$ cat src/dfm_pkg.sv
package dfm_pkg;
    // Emergency codes
    localparam logic [15:0] CODE_MAP_LEN = 16'h6262;
    localparam logic [15:0] CODE_MAP_ATTR = 16'h6263;
    localparam logic [15:0] CODE_MAP_PTR = 16'h6264;
    localparam logic [15:0] CODE_MAP_MISSING = 16'h6265;
    localparam logic [15:0] CODE_MAP_TOO_LONG = 16'h6266;
    localparam logic [15:0] CODE_POS_FACTOR = 16'h6341;
    localparam logic [15:0] CODE_SECTION_DIV = 16'h6342;
    localparam logic [15:0] CODE_RAMP_LONG = 16'h6343;
    localparam logic [15:0] CODE_MODE_REFUSED = 16'h6345;
    localparam logic [15:0] CODE_ACCEL_CLAMP = 16'h6348;
    localparam logic [15:0] CODE_MAIN_ENC = 16'h7300;
    localparam logic [15:0] CODE_RED_ENC = 16'h731F;
    localparam int NUM_COND = 12;
    // Condition indices
    localparam int C_MAP_LEN = 0;
    localparam int C_MAP_ATTR = 1;
    localparam int C_MAP_PTR = 2;
    localparam int C_MAP_MISSING = 3;
    localparam int C_MAP_TOO_LONG = 4;
    localparam int C_POS_FACTOR = 5;
    localparam int C_SECTION_DIV = 6;
    localparam int C_RAMP_LONG = 7;
    localparam int C_MODE_REFUSED = 8;
    localparam int C_ACCEL_CLAMP = 9;
    localparam int C_MAIN_ENC = 10;
    localparam int C_RED_ENC = 11;
    // Mapping and section figures
    localparam logic [7:0] MAP_MAX_BYTES = 8'h08;
    localparam logic [16:0] MAX_SECTION_REVS = 17'h1_0000;
    localparam logic [4:0] MAX_SECTION_LOG2 = 5'h10;
    localparam logic [31:0] MIN_POS_UNITS = 32'h0000_0002;
    // Acceleration floor, 27,9 rpm held in tenths of rpm
    localparam logic [15:0] ACCEL_MIN_DRPM = 16'h0117;
    // Encoder consecutive read fault limit
    localparam logic [7:0] ENC_FAIL_LIMIT = 8'h08;
    localparam int FAULT_ACK_BIT = 7;
    localparam logic [NUM_COND-1:0] COND_RESET = 12'h000;
    localparam logic [7:0] CNT_RESET = 8'h00;
endpackage

$ cat src/dfm_enc_counter.sv
`timescale 1ns/1ps
module dfm_enc_counter
    import dfm_pkg::*;
(
    input wire logic clk_sys,
    input wire logic reset,
    input wire logic read_done,
    input wire logic read_fail,
    output logic limit_hit
);
    logic [7:0] fail_cnt_r;

    // Count consecutive failures, good read restarts
    always_ff @(posedge clk_sys) begin
        if (reset) begin
            fail_cnt_r <= CNT_RESET;
        end else if (read_done) begin
            if (!read_fail) begin
                fail_cnt_r <= CNT_RESET;
            end else if (fail_cnt_r != ENC_FAIL_LIMIT) begin
                fail_cnt_r <= fail_cnt_r + 8'h01;
            end
        end
    end

    assign limit_hit = read_done && read_fail && (fail_cnt_r == ENC_FAIL_LIMIT - 8'h01);
endmodule // dfm_enc_counter

$ cat src/dfm_monitor.sv
`timescale 1ns/1ps
module dfm_monitor
    import dfm_pkg::*;
(
    input wire logic clk_sys,
    input wire logic reset,
    input wire logic [15:0] drive_control_word,
    input wire logic map_check_valid,
    input wire logic map_len_diff,
    input wire logic map_attr_diff,
    input wire logic map_ptr_diff,
    input wire logic map_obj_missing,
    input wire logic [7:0] map_total_bytes,
    input wire logic comm_settings_default_load,
    input wire logic node_reset_cmd,
    input wire logic gear_enabled,
    input wire logic [16:0] gear_max_section_revs,
    input wire logic section_check,
    input wire logic [16:0] section_revs,
    input wire logic [31:0] pos_factor,
    input wire logic [31:0] pos_lower_limit,
    input wire logic [31:0] pos_upper_limit,
    input wire logic ramp_too_long,
    input wire logic mode_change_refused,
    input wire logic enable_mode_unsupported,
    input wire logic enable_success,
    input wire logic accel_set,
    input wire logic [15:0] accel_limit,
    input wire logic [15:0] decel_limit,
    input wire logic main_enc_done,
    input wire logic main_enc_fail,
    input wire logic [3:0] red_enc_done,
    input wire logic [3:0] red_enc_fail,
    output logic [16:0] section_revs_used,
    output logic [31:0] section_units,
    output logic [15:0] accel_used,
    output logic [15:0] decel_used,
    output logic [NUM_COND-1:0] cond_active,
    output logic emcy_valid,
    input wire logic emcy_ready,
    output logic [15:0] emcy_code
);
    logic [NUM_COND-1:0] active_r;
    logic [NUM_COND-1:0] pending_r;
    logic [NUM_COND-1:0] detect;
    logic [NUM_COND-1:0] clear;
    logic [NUM_COND-1:0] send_sel;
    logic [16:0] section_revs_r;
    logic [31:0] section_units_r;
    logic [15:0] accel_r;
    logic [15:0] decel_r;
    logic [15:0] emcy_code_r;
    logic emcy_valid_r;
    logic default_loaded_r;
    logic [16:0] max_revs;
    logic [16:0] rounded_revs;
    logic [47:0] units_prod;
    logic [31:0] units_calc;
    logic fault_ack;
    logic accel_low;
    logic main_hit;
    logic [3:0] red_hit;
    logic [15:0] code_tbl [NUM_COND];

    assign fault_ack = drive_control_word[FAULT_ACK_BIT];

    assign max_revs = gear_enabled ? gear_max_section_revs : MAX_SECTION_REVS;

    // round to nearest power of two, at most MAX_SECTION_REVS
    always_comb begin
        rounded_revs = 17'h0_0001;
        for (int i = 1; i <= int'(MAX_SECTION_LOG2); i++) begin
            if (section_revs >= ((17'h0_0001 << (i - 1)) + (17'h0_0001 << (i - 2 < 0 ? 0 : i - 2))))
                rounded_revs = 17'h0_0001 << i;
        end
        if (section_revs == 17'h0_0000)
            rounded_revs = 17'h0_0001;
    end

    assign units_calc = pos_upper_limit - pos_lower_limit + 32'h0000_0001;
    assign units_prod = {31'h0000_0000, max_revs} * {16'h0000, pos_factor};

    assign accel_low = (accel_limit < ACCEL_MIN_DRPM) || (decel_limit < ACCEL_MIN_DRPM);

    dfm_enc_counter u_main (
        .clk_sys(clk_sys),
        .reset(reset),
        .read_done(main_enc_done),
        .read_fail(main_enc_fail),
        .limit_hit(main_hit)
    );

    for (genvar g = 0; g < 4; g++) begin : g_red
        dfm_enc_counter u_red (
            .clk_sys(clk_sys),
            .reset(reset),
            .read_done(red_enc_done[g]),
            .read_fail(red_enc_fail[g]),
            .limit_hit(red_hit[g])
        );
    end

    always_comb begin
        detect = COND_RESET;
        detect[C_MAP_LEN] = map_check_valid && map_len_diff;
        detect[C_MAP_ATTR] = map_check_valid && map_attr_diff;
        detect[C_MAP_PTR] = map_check_valid && map_ptr_diff;
        detect[C_MAP_MISSING] = map_check_valid && map_obj_missing;
        detect[C_MAP_TOO_LONG] = map_check_valid && (map_total_bytes > MAP_MAX_BYTES);
        detect[C_POS_FACTOR] = section_check && (units_prod < {16'h0000, MIN_POS_UNITS});
        detect[C_SECTION_DIV] = section_check && !gear_enabled && (section_revs != rounded_revs);
        detect[C_RAMP_LONG] = ramp_too_long;
        detect[C_MODE_REFUSED] = mode_change_refused || enable_mode_unsupported;
        detect[C_ACCEL_CLAMP] = accel_set && accel_low;
        detect[C_MAIN_ENC] = main_hit;
        detect[C_RED_ENC] = |red_hit;
    end

    always_comb begin
        clear = COND_RESET;
        for (int i = C_MAP_LEN; i <= C_MAP_TOO_LONG; i++)
            clear[i] = node_reset_cmd && default_loaded_r;
        clear[C_POS_FACTOR] = fault_ack && !section_check;
        clear[C_SECTION_DIV] = fault_ack && !section_check;
        clear[C_RAMP_LONG] = fault_ack && !ramp_too_long;
        clear[C_MODE_REFUSED] = enable_success;
        clear[C_ACCEL_CLAMP] = accel_set && !accel_low;
    end

    // Default comm settings must precede node reset
    always_ff @(posedge clk_sys) begin
        if (reset) begin
            default_loaded_r <= 1'b0;
        end else if (node_reset_cmd) begin
            default_loaded_r <= 1'b0;
        end else if (comm_settings_default_load) begin
            default_loaded_r <= 1'b1;
        end
    end

    // Sticky conditions, set wins over clear
    always_ff @(posedge clk_sys) begin
        if (reset) begin
            active_r <= COND_RESET;
        end else begin
            active_r <= (active_r & ~clear) | detect;
        end
    end

    always_ff @(posedge clk_sys) begin
        if (reset) begin
            section_revs_r <= 17'h0_0001;
            section_units_r <= 32'h0000_0001;
        end else if (section_check) begin
            section_revs_r <= gear_enabled ? section_revs : rounded_revs;
            section_units_r <= units_calc;
        end
    end

    always_ff @(posedge clk_sys) begin
        if (reset) begin
            accel_r <= ACCEL_MIN_DRPM;
            decel_r <= ACCEL_MIN_DRPM;
        end else if (accel_set) begin
            accel_r <= (accel_limit < ACCEL_MIN_DRPM) ? ACCEL_MIN_DRPM : accel_limit;
            decel_r <= (decel_limit < ACCEL_MIN_DRPM) ? ACCEL_MIN_DRPM : decel_limit;
        end
    end

    assign code_tbl[C_MAP_LEN] = CODE_MAP_LEN;
    assign code_tbl[C_MAP_ATTR] = CODE_MAP_ATTR;
    assign code_tbl[C_MAP_PTR] = CODE_MAP_PTR;
    assign code_tbl[C_MAP_MISSING] = CODE_MAP_MISSING;
    assign code_tbl[C_MAP_TOO_LONG] = CODE_MAP_TOO_LONG;
    assign code_tbl[C_POS_FACTOR] = CODE_POS_FACTOR;
    assign code_tbl[C_SECTION_DIV] = CODE_SECTION_DIV;
    assign code_tbl[C_RAMP_LONG] = CODE_RAMP_LONG;
    assign code_tbl[C_MODE_REFUSED] = CODE_MODE_REFUSED;
    assign code_tbl[C_ACCEL_CLAMP] = CODE_ACCEL_CLAMP;
    assign code_tbl[C_MAIN_ENC] = CODE_MAIN_ENC;
    assign code_tbl[C_RED_ENC] = CODE_RED_ENC;

    // Lowest pending index goes first
    always_comb begin
        send_sel = COND_RESET;
        for (int i = NUM_COND - 1; i >= 0; i--) begin
            if (pending_r[i]) begin
                send_sel = COND_RESET;
                send_sel[i] = 1'b1;
            end
        end
    end

    always_ff @(posedge clk_sys) begin
        if (reset) begin
            pending_r <= COND_RESET;
        end else begin
            pending_r <= (pending_r & ~((!emcy_valid_r) ? send_sel : COND_RESET)) | detect;
        end
    end

    always_ff @(posedge clk_sys) begin
        if (reset) begin
            emcy_valid_r <= 1'b0;
            emcy_code_r <= 16'h0000;
        end else if (emcy_valid_r) begin
            if (emcy_ready)
                emcy_valid_r <= 1'b0;
        end else if (|pending_r) begin
            emcy_valid_r <= 1'b1;
            for (int i = 0; i < NUM_COND; i++) begin
                if (send_sel[i])
                    emcy_code_r <= code_tbl[i];
            end
        end
    end

    assign section_revs_used = section_revs_r;
    assign section_units = section_units_r;
    assign accel_used = accel_r;
    assign decel_used = decel_r;
    assign cond_active = active_r;
    assign emcy_valid = emcy_valid_r;
    assign emcy_code = emcy_code_r;
endmodule // dfm_monitor

$ cat config.mk
export PLATFORM = sky130hd
export DESIGN_NAME = dfm_monitor
export DESIGN_NICKNAME = d
export VERILOG_FILES = /design/src/dfm_pkg.sv /design/src/dfm_enc_counter.sv /design/src/dfm_monitor.sv
export SDC_FILE = /design/constraint.sdc
export NUM_CORES = 2
export LEC_CHECK = 0
export ABC_AREA = 1
export BUFFER_PORTS_ARGS = -buffer_cell sky130_fd_sc_hd__buf_2
export CELL_PAD_IN_SITES_DETAIL_PLACEMENT = 1
export CELL_PAD_IN_SITES_GLOBAL_PLACEMENT = 1
export CORE_MARGIN = 8
export CORE_UTILIZATION = 45
export DETAILED_ROUTE_END_ITERATION = 8
export GPL_ROUTABILITY_DRIVEN = 1
export GPL_TIMING_DRIVEN = 0
export PLACE_DENSITY_LB_ADDON = 0.08
export SLEW_MARGIN = 15
export SYNTH_ARGS = -nofsm -noshare
export SYNTH_HDL_FRONTEND = slang
export SYNTH_SLANG_ARGS = --single-unit
export TNS_END_PERCENT = 30
$ cat constraint.sdc
create_clock -name clk_sys -period 8.5 [get_ports clk_sys]
set_input_delay 0.85 -clock clk_sys [delete_from_list [all_inputs] [get_ports clk_sys]]
set_output_delay 0.85 -clock clk_sys [all_outputs]
set_load 0.01 [all_outputs]
==> reports/qor.yml <==
clk_latency_ns: 0.45
relSlewSlack: 0.277
critical_path_buf_inv_count: 9
hold_path.startpoint: "cond_active[3]$_SDFF_PP0_"
floorplan.core_area_um2: 60500
rsz_0062_raised_after_global_routing: "no"
clkSinkCount: 157
cts_setup_buffers: 0
vias_in_the_first_global_route: 28200
timing.critical_path.to_type: "flop"
finalWorstPathRequiredPeriod_ns: 8.14
skew_ns: 0.0110
core.rowCount: 90
async_flop_share: 0
layout.filler_cells: 7997
post_synth.cell_area_avg_um2: 7.14
fp.dieW_um: 264
fp.dieH_um: 264
path_delay_family: "adder cells"
drt_iter0_markers: 1415
post-route-period-util: 0.958
min_to: "cond_active[3]$_SDFF_PP0_"
tritoncts.num_buffers: 17
cts_buffer_depth: 2
power-per-cell-area_nw_per_um2: 326
post_synth_main_area_contributors: "fa_1 33%, inv_1 13%, nand2_1 12%"
antenna_left: 0
ys_types: 58
finalMaxSlewViolations: 0
grt_util_all_layers: 0.293
place.port_buffers: 289
grt_start_max_net_pins: 19
fin_tns_setup_ns: 0
timing_worst_setup_path_type: "input port to flop"
ff_latch_area_um2: 3140
initial_utilization: 0.456
startpoint_type: "input port"
globalRoute.totalOverflow: 0
timing.final.hold_violations: 0
finalWirelength_um: 101000
clk_pin_slew_worst_setup_hold_paths_ns: 0.07
antenna_found_initial: 12
drcViolationCount: 0
area_growth_syn_to_layout_pct: 11.4
synthesis.yosys.warnings: 0
ioPinCount: 323
grt_pass1_wl_um: 160000
synth-main-ff-cell: "dfxtp_1"
timing.critical_path.required_ns: 8.87
critical_path_s_slowest_cell: "fa_1"
most_frequent_cp_cell: "nand2_1"
routed_wire_length_per_instance_um: 20.3
yosys_register_bits: 157
crit-reg2reg-capture: "g_red[3].u_red.fail_cnt_r[7]$_SDFFE_PP0P_"
worst-path-max-fanout: 10
final_util: 0.508
critPathArrivalTime_ns: 8.51
post-dp-hpwl_um: 85800
clock.fmax_ghz: 0.123
run_status: "finished, final reports clean"
root_buffer: "clkbuf_16"
nNetsFinal: 5023
worst-r2r-setup-slack_ns: 6.30
syn-instance-count: 3860
drt-vias-per-instance: 5.19
setup_viol: 0
clock_tree_from_tritoncts: "yes"
cp_slowest_stage_delay_ns: 0.61
gp_routability_congestion: 0.917
min_path_type: "flop to flop"
leakagePower_uw: 0.0167
detailroute.via_count: 25800
htreeDepth: 4
maxCapViolations: 0
worst_ir_drop_on_vdd_mv: 0.334
number_of_instances_on_the_worst_hold_path: 2
mappedNetlistArea_um2: 27600
worst_tran_pin_value_ns: 1.08
timing.reg2reg.worst_path_depth: 12
die-area_um2: 69400
multi_input_gate_area_in_the_final_layout_um2: 20400
yosys.area.top_type_share: 0.326
regToRegStartpoint: "g_red[3].u_red.fail_cnt_r[0]$_SDFFE_PP0P_"
detailedRoute.firstPassIterationCount: 5
synth.largest_area_cell: "fa_1"
synth.yosys.seq_area_share: 0.114
synth_edf_count: 0
layout_cells_sized_above_1: 0.106
-- cell usage after synthesis, types with 3 or more instances --
| master | number |
|---|---|
| xnor2_1 | 29 |
| buf_1 | 10 |
| clkbuf_1 | 106 |
| nor3_2 | 5 |
| a31oi_1 | 8 |
| o22ai_1 | 8 |
| inv_2 | 18 |
| nor2_1 | 395 |
| a21oi_2 | 6 |
| nand3_2 | 3 |
| a211oi_1 | 7 |
| nor3b_1 | 5 |
| nor2_4 | 8 |
| nand2_1 | 914 |
| dfxtp_1 | 157 |
| nor3_1 | 37 |
| o21bai_1 | 6 |
| clkinv_1 | 8 |
| a21oi_1 | 175 |
| o21ai_0 | 130 |
| nand3b_1 | 11 |
| inv_1 | 927 |
| nand4_1 | 27 |
| fa_1 | 449 |
| xor2_1 | 28 |
| o21a_1 | 8 |
| o211ai_1 | 5 |
| o21ai_1 | 6 |
| or2_2 | 4 |
| nor2_2 | 19 |
| nand3_1 | 79 |
| buf_4 | 6 |
| nand2_2 | 19 |
| nor4_1 | 12 |
| ha_1 | 190 |
| a21o_1 | 5 |
-- report_power, final --
part           total (uW)  switching, uW  internal (uW)
Combinational        8370           5490           2880
Clock                 835            380            455
Sequential            808           26.9            781
Total               10000           5890           4120
-- logic make-up after synthesis --
family	after synthesis	synth area share
and+or+nand+nor	1546	0.231
buffers and inverters	1077	0.148
adders and majority gates	639	0.412
AOI/OAI and AO/OA	383	0.0768
DFF	157	0.114
xor gates and xnor gates	57	0.0181
other	1	0.000136
-- stage by stage --
| stage | area (um^2) | cells | hold slack, ns | setup slack, ns | power [uW] |
|---|---|---|---|---|---|
| 3_3_place_gp | 30000 | 4934 | 0.438 | -1.62 | 9010 |
| 5_1_grt | 30700 | 4977 | 0.481 | 0.00601 | 11200 |
| 6_report | 30700 | 4979 | 0.461 | 0.357 | 10000 |
| 3_5_place_dp | 30000 | 4934 | 0.450 | -1.71 | 9240 |
| 4_1_cts | 30700 | 4966 | 0.463 | 0.0832 | 10100 |
| 2_1_floorplan | 27600 | 3863 | 0.423 | 1.61 | 6720 |
-- how the worst max path moves through the flow --
stage / start / to / slack, ns / cells past startpoint
6_report: gear_enabled / cond_active[5]$_SDFF_PP0_ / 0.36 / 31
5_1_grt: gear_enabled / cond_active[5]$_SDFF_PP0_ / 0.006 / 33
4_1_cts: gear_enabled / cond_active[5]$_SDFF_PP0_ / 0.08 / 31
3_5_place_dp: gear_enabled / cond_active[5]$_SDFF_PP0_ / -1.71 / 31
3_3_place_gp: gear_enabled / cond_active[5]$_SDFF_PP0_ / -1.62 / 29
2_1_floorplan: gear_enabled / cond_active[5]$_SDFF_PP0_ / 1.61 / 34
-- sequential cells by signal, summed over array words and instances, names as in the netlist, 10 cells and up, named ones only --
register and count:
accel_used 16, cond_active 11, decel_used 16, emcy_code 10, g_red.u_red.fail_cnt_r 32, pending_r 12, section_revs_used 17, section_units 32
-- placed cells by master (no fill, tap or decap), types with 79 or more instances in the layout --
| cell type | n |
|---|---|
| inv_1 | 927 |
| nor2_1 | 395 |
| buf_2 | 292 |
| nand3_1 | 79 |
| o21ai_0 | 130 |
| clkbuf_1 | 86 |
| a21oi_1 | 175 |
| nand2_1 | 912 |
| dfxtp_1 | 157 |
| ha_1 | 190 |
| fa_1 | 449 |
-- tightest hold or removal path, delay by kind of cell (launching register included) --
kind,cells,cell delay (ns)
compound gates,1,0.05
flops,1,0.31
simple gates,1,0.06
-- layout make-up --
| class | count | share of cell area |
|---|---|---|
| Clock buffer | 17 | 0.0138 |
| Sequential cell | 157 | 0.102 |
| Multi-Input combinational cell | 2629 | 0.663 |
| Tap cell | 782 | 0.0319 |
| Antenna cell | 13 | 0.00106 |
| Buffer | 124 | 0.0171 |
| Inverter | 953 | 0.117 |
| Timing Repair Buffer | 289 | 0.0471 |
| Clock inverter | 15 | 0.00701 |
-- metal layers --
layer	part of all wire	vias to the layer above	track usage
met5	0	-	0
met4	0.041	0	0.112
met3	0.057	229	0.0490
met2	0.49	724	0.506
met1	0.42	12800	0.365
li1	-	12100	-
-- timing repair --
| action | CTS | global route |
|---|---|---|
| endpoints found under the hold margin | 0 | 0 |
| gates cloned | 0 | 0 |
| setup endpoints to repair | 2 | 2 |
| resized for setup | 14 | 32 |
| hold buffers | 0 | 0 |
No activity file was read; power rests on OpenSTA's default activity.
